`src/rtl/adcsq_consts.svh`:
```
// Purpose: Constants of the conversion sequencer
// Assumes: Clock is the bus E clock
// Notes: Register offsets, field positions and timing counts
// Overview of operation
// [RULE_01] Sixteen-way input mux; reserved channel codes sample the low reference.
// [RULE_02] Eight 10-bit result registers filled in mode order.
// [RULE_03] On the E clock, four conversions take exactly 144 E cycles; the code takes 38 per conversion, 152 per four.
// [RULE_04] With half rate selected, conversions run at E/2: 288 cycles per four; the code adds start and done cycles to each conversion.
// [RULE_05] On the RC clock, results land synchronously to E, one per cycle at most.
// [RULE_06] Software picks the RC clock when E is below 750 kHz.
// [RULE_07] On the RC clock, software polls the done flag.
// [RULE_08] Clearing power-up disables the converter and aborts any sequence.
// [RULE_09] Software waits about 100 us after power-up before trusting results.
// [RULE_10] Clock source select picks RC oscillator or E clock.
// [RULE_11] Results read left-justified in 16 bits; six low bits read zero.
// [RULE_12] Input sampled at conversion start, then resolved bit by bit.
// [RULE_13] Codes 0-6 port pins, 7-11 reserved, 12-14 references, 15 test.
// [RULE_14] Single channel converted four or eight times; repeat picks scan mode.
// [RULE_15] Four-conversion single scan fills results five to eight, then halts.
// [RULE_16] Four-conversion continuous scan wraps back to result five.
// [RULE_17] Eight-conversion single scan fills results one to eight, then halts.
// [RULE_18] Eight-conversion continuous scan wraps back to result one.
// [RULE_19] A control write clears the done flag, aborts and starts a sequence.
// [RULE_20] Done flag sets when all results first updated; stays until control write.
// [RULE_21] Half rate one selects E/2, zero selects E.
// [RULE_22] While powered down, control writes start nothing.
`ifndef ADCSQ_CONSTS_SVH
`define ADCSQ_CONSTS_SVH
`define ADCSQ_ADDR_CTL 8'h30
`define ADCSQ_ADDR_RATE 8'h32
`define ADCSQ_ADDR_OPT 8'h39
`define ADCSQ_ADDR_RES_LO 8'h40
`define ADCSQ_ADDR_RES_HI 8'h4F
`define ADCSQ_OPT_PWR_BIT 7
`define ADCSQ_OPT_CLOCK_SOURCE_SELECT_BIT 6
`define ADCSQ_RATE_HALF_BIT 0
`define ADCSQ_CTL_DONE_BIT 7
`define ADCSQ_SLOT_FIRST8 3'h0
`define ADCSQ_SLOT_FIRST4 3'h4
`define ADCSQ_SLOT_LAST 3'h7
`define ADCSQ_CH_RSV_LO 4'h7
`define ADCSQ_CH_RSV_HI 4'hB
`define ADCSQ_CH_REF_LOW 4'hD
`define ADCSQ_GROUP_TICKS 144
`define ADCSQ_CONV_TICKS (`ADCSQ_GROUP_TICKS / 4)
`define ADCSQ_SAMPLE_END 6'h05
`define ADCSQ_STEP_TICKS 2'h2
`define ADCSQ_DAC_MSB 10'h200
`endif

```
`src/rtl/adcsq_pkg.sv`:
```
// Purpose: Types of the conversion sequencer
// Assumes: Constants come from adcsq_consts.svh
// Notes: Control register layout and sequencer states
package adcsq_pkg;
    typedef struct packed {
        logic done;
        logic eight;
        logic repeat_scan;
        logic group;
        logic [3:0] ch;
    } adcsq_ctl_s;
    typedef enum logic {ADCSQ_IDLE, ADCSQ_RUN} adcsq_seq_e;
    typedef struct packed {
        logic [7:0] addr;
        logic [7:0] wdata;
        logic wr;
        logic rd;
    } adcsq_bus_s;
endpackage

```
`src/rtl/adcsq_top.sv`:
```
// Purpose: Control and sequencing of the 10-bit converter
// Assumes: clock is the bus E clock; rc_osc and cmp_in are asynchronous
// Notes: Registers on a plain strobe port, read data one cycle later
//
// Implementation choices: the plain strobed port and the placing of the registers.
`timescale 1ns/1ps
`include "adcsq_consts.svh"
module adcsq_top (
    // Clock and reset
    input wire logic clock,
    input wire logic nrst,
    // Register port
    input wire logic [7:0] addr,
    input wire logic [7:0] wr_data,
    input wire logic wr_stb,
    input wire logic rd_stb,
    output logic [7:0] rd_data,
    // Analog side
    input wire logic rc_osc,
    input wire logic cmp_in,
    output logic [3:0] analog_src,
    output logic sample_hold,
    output logic [9:0] dac_code,
    output logic adc_enable,
    output logic seq_busy
);
    typedef struct packed {
        adcsq_pkg::adcsq_ctl_s ctl;
        logic half;
        logic pwr;
        logic clock_source_select;
        adcsq_pkg::adcsq_seq_e st;
        logic [2:0] slot;
        logic [7:0][9:0] res;
        logic [7:0] rd;
        logic div;
        logic [2:0] rcs;
        logic [1:0] cmps;
        logic tick;
        logic sar_start;
        logic sar_abort;
        logic busy;
    } adcsq_top_s;

    adcsq_top_s q, n;
    adcsq_pkg::adcsq_bus_s bus;
    logic sar_done;
    logic [9:0] sar_code;
    logic rc_edge;

    assign bus.addr = addr;
    assign bus.wdata = wr_data;
    assign bus.wr = wr_stb;
    assign bus.rd = rd_stb;
    assign rc_edge = q.rcs[1] & ~q.rcs[2];

    adcsq_mux u_mux (
        .clock(clock),
        .nrst(nrst),
        .ch(q.ctl.ch),
        .src_r(analog_src)
    );

    adcsq_sar u_sar (
        .clock(clock),
        .nrst(nrst),
        .tick(q.tick),
        .start(q.sar_start),
        .abort(q.sar_abort),
        .cmp(q.cmps[1]),
        .sample_r(sample_hold),
        .dac_r(sar_code),
        .done_r(sar_done)
    );

    always_comb
    begin
        n = q;
        n.sar_start = 1'b0;
        n.sar_abort = 1'b0;
        n.rd = '0;

        // Input synchronisers
        n.rcs = {q.rcs[1], q.rcs[0], rc_osc};
        n.cmps = {q.cmps[0], cmp_in};

        // Conversion clock
        n.div = ~q.div;
        if (q.clock_source_select)
            n.tick = rc_edge; // [RULE_10] [RULE_05]
        else if (q.half)
            n.tick = q.div; // [RULE_21] [RULE_04]
        else
            n.tick = 1'b1; // [RULE_21] [RULE_03]

        // Result store and slot walk
        if (q.st == adcsq_pkg::ADCSQ_RUN && sar_done)
        begin
            n.res[q.slot] = sar_code; // [RULE_02] [RULE_05]
            if (q.slot == `ADCSQ_SLOT_LAST)
            begin
                n.ctl.done = 1'b1; // [RULE_20]
                if (q.ctl.repeat_scan)
                begin
                    n.slot = q.ctl.eight ? `ADCSQ_SLOT_FIRST8
                                         : `ADCSQ_SLOT_FIRST4; // [RULE_16] [RULE_18]
                    n.sar_start = 1'b1;
                end
                else
                begin
                    n.st = adcsq_pkg::ADCSQ_IDLE; // [RULE_15] [RULE_17]
                end
            end
            else
            begin
                n.slot = q.slot + 3'h1; // [RULE_14]
                n.sar_start = 1'b1;
            end
        end

        // Register writes
        if (bus.wr)
        begin
            case (bus.addr)
                `ADCSQ_ADDR_CTL:
                begin
                    n.ctl = bus.wdata;
                    n.ctl.done = 1'b0; // [RULE_19]
                    if (q.pwr)
                    begin
                        n.st = adcsq_pkg::ADCSQ_RUN; // [RULE_19]
                        n.slot = bus.wdata[6] ? `ADCSQ_SLOT_FIRST8
                                              : `ADCSQ_SLOT_FIRST4; // [RULE_14]
                        n.sar_start = 1'b1;
                    end
                    else
                    begin
                        n.st = adcsq_pkg::ADCSQ_IDLE; // [RULE_22]
                        n.sar_abort = 1'b1;
                    end
                end
                `ADCSQ_ADDR_RATE:
                begin
                    n.half = bus.wdata[`ADCSQ_RATE_HALF_BIT]; // [RULE_21]
                end
                `ADCSQ_ADDR_OPT:
                begin
                    n.pwr = bus.wdata[`ADCSQ_OPT_PWR_BIT];
                    n.clock_source_select = bus.wdata[`ADCSQ_OPT_CLOCK_SOURCE_SELECT_BIT]; // [RULE_10]
                    if (!bus.wdata[`ADCSQ_OPT_PWR_BIT])
                    begin
                        n.st = adcsq_pkg::ADCSQ_IDLE; // [RULE_08]
                        n.sar_abort = 1'b1;
                        n.sar_start = 1'b0;
                    end
                end
                default:
                begin
                    n.rd = '0;
                end
            endcase
        end

        // Register reads
        if (bus.rd)
        begin
            if (bus.addr == `ADCSQ_ADDR_CTL)
                n.rd = q.ctl;
            else if (bus.addr == `ADCSQ_ADDR_RATE)
                n.rd = {7'h00, q.half};
            else if (bus.addr == `ADCSQ_ADDR_OPT)
                n.rd = {q.pwr, q.clock_source_select, 6'h00};
            else if (bus.addr >= `ADCSQ_ADDR_RES_LO && bus.addr <= `ADCSQ_ADDR_RES_HI)
            begin
                if (bus.addr[0])
                    n.rd = {q.res[bus.addr[3:1]][1:0], 6'h00}; // [RULE_11]
                else
                    n.rd = q.res[bus.addr[3:1]][9:2]; // [RULE_11]
            end
            else
                n.rd = '0;
        end

        n.busy = (n.st == adcsq_pkg::ADCSQ_RUN);
    end

    always_ff @(posedge clock or negedge nrst)
    begin
        if (!nrst)
            q <= '0;
        else
            q <= n;
    end

    assign rd_data = q.rd;
    assign dac_code = sar_code;
    assign adc_enable = q.pwr; // [RULE_08]
    assign seq_busy = q.busy;
endmodule

```
`src/rtl/adcsq_mux.sv`:
```
// Purpose: Input multiplexer select for the converter
// Assumes: Channel code from the control register
// Notes: Reserved codes are steered to the low reference
`timescale 1ns/1ps
`include "adcsq_consts.svh"
module adcsq_mux (
    // Clock and reset
    input wire logic clock,
    input wire logic nrst,
    // Channel code in, source out
    input wire logic [3:0] ch,
    output logic [3:0] src_r
);
    typedef struct packed {
        logic [3:0] src;
    } adcsq_mux_s;
    adcsq_mux_s q, n;
    always_comb
    begin
        n = q;
        if (ch >= `ADCSQ_CH_RSV_LO && ch <= `ADCSQ_CH_RSV_HI)
            n.src = `ADCSQ_CH_REF_LOW; // [RULE_01] [RULE_13]
        else
            n.src = ch; // [RULE_13]
    end
    always_ff @(posedge clock or negedge nrst)
    begin
        if (!nrst)
            q <= '0;
        else
            q <= n;
    end
    assign src_r = q.src;
endmodule

```
`src/rtl/adcsq_sar.sv`:
```
// Purpose: One successive-approximation conversion
// Assumes: cmp is synchronised, high when input is at or above the DAC
// Notes: 36 ticks per conversion; decision three ticks after each trial
`timescale 1ns/1ps
`include "adcsq_consts.svh"
module adcsq_sar (
    // Clock and reset
    input wire logic clock,
    input wire logic nrst,
    // Control
    input wire logic tick,
    input wire logic start,
    input wire logic abort,
    input wire logic cmp,
    // Analog side and result
    output logic sample_r,
    output logic [9:0] dac_r,
    output logic done_r
);
    typedef struct packed {
        logic active;
        logic [5:0] t;
        logic [1:0] ph;
        logic [3:0] bi;
        logic [9:0] code;
        logic sample;
        logic done;
    } adcsq_sar_s;
    adcsq_sar_s q, n;
    always_comb
    begin
        n = q;
        n.done = 1'b0;
        if (start)
        begin
            n.active = 1'b1;
            n.t = '0;
            n.ph = '0;
            n.code = '0;
            n.sample = 1'b1; // [RULE_12]
        end
        else if (abort)
        begin
            n.active = 1'b0;
            n.sample = 1'b0;
            n.code = '0;
        end
        else if (q.active && tick)
        begin
            n.t = q.t + 6'h01;
            if (q.t == `ADCSQ_SAMPLE_END)
            begin
                n.sample = 1'b0;
                n.code = `ADCSQ_DAC_MSB; // [RULE_12]
                n.bi = 4'h9;
                n.ph = '0;
            end
            else if (q.t > `ADCSQ_SAMPLE_END)
            begin
                n.ph = q.ph + 2'h1;
                if (q.ph == `ADCSQ_STEP_TICKS)
                begin
                    n.ph = '0;
                    if (!cmp)
                        n.code[q.bi] = 1'b0; // [RULE_12]
                    if (q.bi == 4'h0)
                    begin
                        n.active = 1'b0;
                        n.done = 1'b1; // [RULE_03]
                    end
                    else
                    begin
                        n.bi = q.bi - 4'h1;
                        n.code[q.bi - 4'h1] = 1'b1;
                    end
                end
            end
        end
    end
    always_ff @(posedge clock or negedge nrst)
    begin
        if (!nrst)
            q <= '0;
        else
            q <= n;
    end
    assign sample_r = q.sample;
    assign dac_r = q.code;
    assign done_r = q.done;
endmodule

```
`config.mk`:
```
export PLATFORM = sky130hd
export DESIGN_NAME = adcsq_top
export DESIGN_NICKNAME = d
export VERILOG_FILES = /design/src/rtl/adcsq_pkg.sv /design/src/rtl/adcsq_top.sv /design/src/rtl/adcsq_mux.sv /design/src/rtl/adcsq_sar.sv
export VERILOG_INCLUDE_DIRS = /design/src /design/src/rtl
export SDC_FILE = /design/constraint.sdc
export NUM_CORES = 1
export LEC_CHECK = 0
export BUFFER_PORTS_ARGS = -buffer_cell sky130_fd_sc_hd__buf_2
export CAP_MARGIN = 15
export CORE_ASPECT_RATIO = 1.1
export CORE_MARGIN = 2
export CORE_UTILIZATION = 55
export CTS_BUF_LIST = sky130_fd_sc_hd__clkbuf_8
export DETAILED_ROUTE_END_ITERATION = 12
export HOLD_SLACK_MARGIN = 0.12
export PLACE_DENSITY = 0.84
export SLEW_MARGIN = 40
export SYNTH_ARGS = -nofsm -noshare
export SYNTH_HDL_FRONTEND = slang
export SYNTH_SLANG_ARGS = --single-unit
```
`constraint.sdc`:
```
create_clock -name clock -period 5.2 [get_ports clock]
set_input_delay 1.04 -clock clock [delete_from_list [all_inputs] [get_ports clock]]
set_output_delay 1.04 -clock clock [all_outputs]
set_load 0.03 [all_outputs]
```
---- Word-level counts from Yosys, hierarchy flattened ----
Cells that the tools add are included.
word-level totals
  register bits ........................... 141
  bits of input ports ..................... 22
  output and inout port bits .............. 25
  logic and storage cells ................. 166
operators by class
  add/sub/neg operators ................... 4
  $lt $le $gt $ge ......................... 12
  equality and inequality tests ........... 9
  multiplexer cells ....................... 72
  bitwise gates (word level) .............. 8
  reductions and logical operators ........ 28
operators by type and width
  kind                number
  $mux 10             9
  $mux 84             1
  $bwmux 80           1
  $mux 8              7
  $mux 16             3
  $bmux 10 s3         1
  $demux 10 s3        1
  $mux 1              28
  $mux 25             1
  $eq 8x6->1 const B  3
  $mux 11             2
  $mux 3              6
  $reduce_bool 3->1   6
  $mux 15             1
  $mux 14             1
  $mux 12             1
  $and 10x10->10      1
  $lt 4x5->1 const B  2
  $not 10->10         1
  $or 10x10->10       1
  $reduce_and 2->1    5
  $mux 9              1
  $demux 1 s4         2
  $ge 4x1->1 const B  2
  other kinds (29)    46

---- Logic depth before layout (Yosys ltp) ----
  depth after elaboration ................. 21
  depth in mapped cells ................... 6
  gate-level depth less buffers ........... 6

---- By module ----
Synthesis repeated with hierarchy kept, for this count alone.
unflattened totals
  cells, all modules ...................... 539
  area total of the unflattened synthesis .. 6844.1 um^2
by module, submodules not included
  module     instances  cells each  area each (um^2)  sequential area each (um^2)
  adcsq_top  1          357         5097.4            2802.7
  adcsq_sar  1          172         1605.3            625.6
  adcsq_mux  1          10          141.4             100.1

---- Worst setup path before layout ----
OpenSTA, ideal clock, no wires.
  kind .................................... input port to flip-flop
  from .................................... input addr[1]
  to ...................................... register q (netlist bit rd_data[7])
  library setup time ...................... 0.125 ns
  data arrival time ....................... 2.207 ns
  data required time ...................... 5.075 ns
  path slack .............................. 2.868 ns
  stages on the path ...................... 5
  path buffers ............................ 1
  cells stage by stage .................... buf_4 mux4_2 mux2_2 o2111ai_1 a21oi_1
RTL lines
  element                 RTL line          text
  start: declaration      adcsq_top.sv:13   input wire logic [7:0] addr,
  end signal: assignment  adcsq_top.sv:192  q <= n;
  end: declaration        adcsq_top.sv:45   adcsq_top_s q, n;

---- Final worst setup path ----
  from .................................... register u_sar.q (netlist bit u_sar.dac_r[1])
  to ...................................... output dac_code[1]
RTL lines
  element                   RTL line         text
  start: declaration        adcsq_sar.sv:29  adcsq_sar_s q, n;
  start signal: assignment  adcsq_sar.sv:85  q <= n;
  end: declaration          adcsq_top.sv:23  output logic [9:0] dac_code,
No word-level cell between the ends.

==> flow_metrics.env <==
export IMPL_min_path_type="reg -> reg"
export IMPL_yosys_area_top_type="dfrtp_1"
export IMPL_netSwitchingPower_uw=900.5
export IMPL_grt_overflow_total=0
export IMPL_leakage_nw=3.498
export IMPL_avgSynthCellArea_um2=12.84
export IMPL_synth_edff_count=0
export IMPL_cp_end_kind="output pin"
export IMPL_fin_crit_sh_pct=45.23
export IMPL_wl_per_cell_um=20.29
export IMPL_netlist_area_leader_share_pct=52.76
export IMPL_gp_congestion=0.8878
export IMPL_finalSetupViolCount=0
export IMPL_die_x_um=109.1
export IMPL_critical_path_slowest_cell="dfrtp_1"
export IMPL_worstSkewPairLatency_ns=0.45
export IMPL_reg2reg_depth=4
export IMPL_instances_no_fill=710
export IMPL_clock_skew_ns=0.01064
export IMPL_fin_area_mm2=0.007326
export IMPL_drive_gt1_share_pct=37.12
export IMPL_routed_wl_um=14410
export IMPL_fp_row_count=42
export IMPL_hold_slack_ns=0.3546
export IMPL_antenna_found_initial=1
export IMPL_core_area_mm2=0.01193
export IMPL_cap_violations=0
export IMPL_synth_seq_cells=141
export IMPL_yosysMostFrequentCell="dfrtp_1"
export IMPL_swShare_pct=32.15
export IMPL_cts_sinks=141
export IMPL_irDropWorstVdd_v=0.0003666
export IMPL_ant_nets=0
export IMPL_yosys_cell_types_count=69
export IMPL_p_seq_share_pct=49.0
export IMPL_min_period_ns=2.352
export IMPL_pwr_share_comb_pct=18.6
export IMPL_rsz0062_at_grt="no"
export IMPL_whs_path_depth=0
export IMPL_drc=0
export IMPL_power_density_mw_per_mm2=382.4
export IMPL_yosysSeqAreaShare_pct=52.76
export IMPL_vias=4410
export IMPL_dr_pass1_iters=5
export IMPL_async_flop_share_pct=100.0
export IMPL_cp_start_kind="flip-flop"
export IMPL_power_total_mw=2.801
export IMPL_relSlewSlack_pct=49.36
export IMPL_path_cells="buf_2"
export IMPL_clk_pin_slew_worst_paths_ns=0.07
export IMPL_slowest_delay_ns=0.58
export IMPL_viasPerCell=6.211
export IMPL_dp_cells=677
export IMPL_htree_levels=4
export IMPL_fp_dieH_um=119.7
export IMPL_drtIter0Drc=404
export IMPL_cts_buffers=17
export IMPL_run_status="finished, final reports clean"
export IMPL_cts_tree="yes"
export IMPL_syn_to_final_growth_pct=9.542
export IMPL_portBuffers=46
export IMPL_worstPathArrival_ns=1.31
export IMPL_grt_max_degree=109
export IMPL_critPathBufInv=1
export IMPL_start_util_pct=56.06
export IMPL_final_hold_viol_count=0
export IMPL_required_ns=4.16
export IMPL_syn_area_mm2=0.006688
export IMPL_tightest_slew_ns=0.7567
export IMPL_layout_nets=570
export IMPL_path_depth=1
export IMPL_post_dp_hpwl_um=9526
export IMPL_yosys_warnings=0
export IMPL_crit_type="reg -> out"
export IMPL_synth_cells=521
export IMPL_crit_fanout=12
export IMPL_ys_top_cells_by_count="dfrtp_1, mux2_2, nand2_1, nor2_1, buf_4"
export IMPL_setup_tns_ns=0
export IMPL_synth_area_top_cells="dfrtp_1, mux2_2, mux4_2, buf_4, mux2i_1"
export IMPL_grt_pass1_wl_um=23480
export IMPL_postSynthNetCount=548
export IMPL_cts_setup_buffers=0
export IMPL_cts_root_buf="clkbuf_8"
export IMPL_ios=47
export IMPL_clockPowerShare_pct=32.4
export IMPL_hold_buffers=0
export IMPL_grt_usage_pct=24.05
export IMPL_critPathTopFamily="flip-flops"
export IMPL_slew_violations=0
export IMPL_cellInternalPower_mw=1.901
export IMPL_grt_pass1_vias=4625
export IMPL_ys_flop_type="dfrtp_1"
export IMPL_cts_resized=0
export IMPL_fmax_ghz=0.4252
export IMPL_fp_dieArea_mm2=0.01306
export IMPL_ctsLongestPathBuffers=2
export IMPL_placed_area_mm2=0.006882
power by group through the flow:
stage	clock (mW)	combinational, mW	sequential (mW)
5_1_grt	0.977	0.571	1.39
4_1_cts	0.927	0.517	1.36
6_report	0.908	0.521	1.37
3_5_place_dp	0	0.514	1.38
3_3_place_gp	0	0.490	1.37
2_1_floorplan	0	0.485	1.28
logic make-up (layout without fill, tap and decap cells):
| family | count (synthesis) | count (layout) | share of synthesized area [%] |
|---|---|---|---|
| and+or+nand+nor | 109 | 109 | 9.261 |
| AOI/OAI and AO/OA | 82 | 82 | 8.495 |
| xor gates and xnor gates | 5 | 5 | 0.6548 |
| DFF | 141 | 141 | 52.76 |
| buffers and inverters | 57 | 91 | 4.546 |
| muxes | 122 | 122 | 23.35 |
| adders and majority gates | 5 | 5 | 0.9355 |
| other | 0 | 1 | 0 |
layout by cell type (no fill, tap or decap), drive strengths merged, types with 3 or more instances in the layout:
cell type / Yosys / routed
o2bb2ai: 3 / 3
buf: 34 / 48
or2: 4 / 4
a31oi: 6 / 6
clkbuf: 11 / 21
mux2i: 12 / 12
o31ai: 4 / 4
o31a: 3 / 3
or3: 4 / 4
mux2: 92 / 92
mux4: 18 / 18
dfrtp: 141 / 141
inv: 12 / 16
nor2: 24 / 24
o22ai: 15 / 15
ha: 5 / 5
bufinv: 0 / 3
o21ai: 16 / 16
nand3: 7 / 7
nand2: 29 / 29
nor2b: 4 / 4
nor3: 7 / 7
xor2: 4 / 4
a21oi: 12 / 12
nand4: 5 / 5
nand2b: 10 / 10
cell type report:
class                      count  area (um^2)
antenna                        1        2.502
clock buffer                  21        289.0
clock inverter                10        122.6
fill                         893         4603
inverter                      12        45.04
multi-input combinational    323         2868
sequential                   141         3528
tap                          154        192.7
timing repair buffer          48        277.8
final timing paths:
check	start	to	slack (ns)
max	u_sar.dac_r[1]	dac_code[1]	2.85
min in group asynchronous	nrst	adc_enable	0.45
min	n[7]	n[8]	0.35
max reg2reg	q[2]	u_sar.done_r	2.93
max in group asynchronous	nrst	q[1]	3.63
min reg2reg	n[7]	n[8]	0.35
metrics by stage:
step	worst slack, ns	utilization [%]
after floorplan	2.868	-
after global placement	2.243	57.55
after detailed placement	2.197	57.69
after CTS	2.663	61.14
after global routing	2.766	61.39
final	2.848	61.41
metal layers:
layer / routed length (um) / track usage [%]
met5: 0 / 0
met4: 289 / 9.054
met3: 943 / 7.387
met2: 7164 / 38.43
met1: 6010 / 30.74
Power figures use the tool's default switching activity.
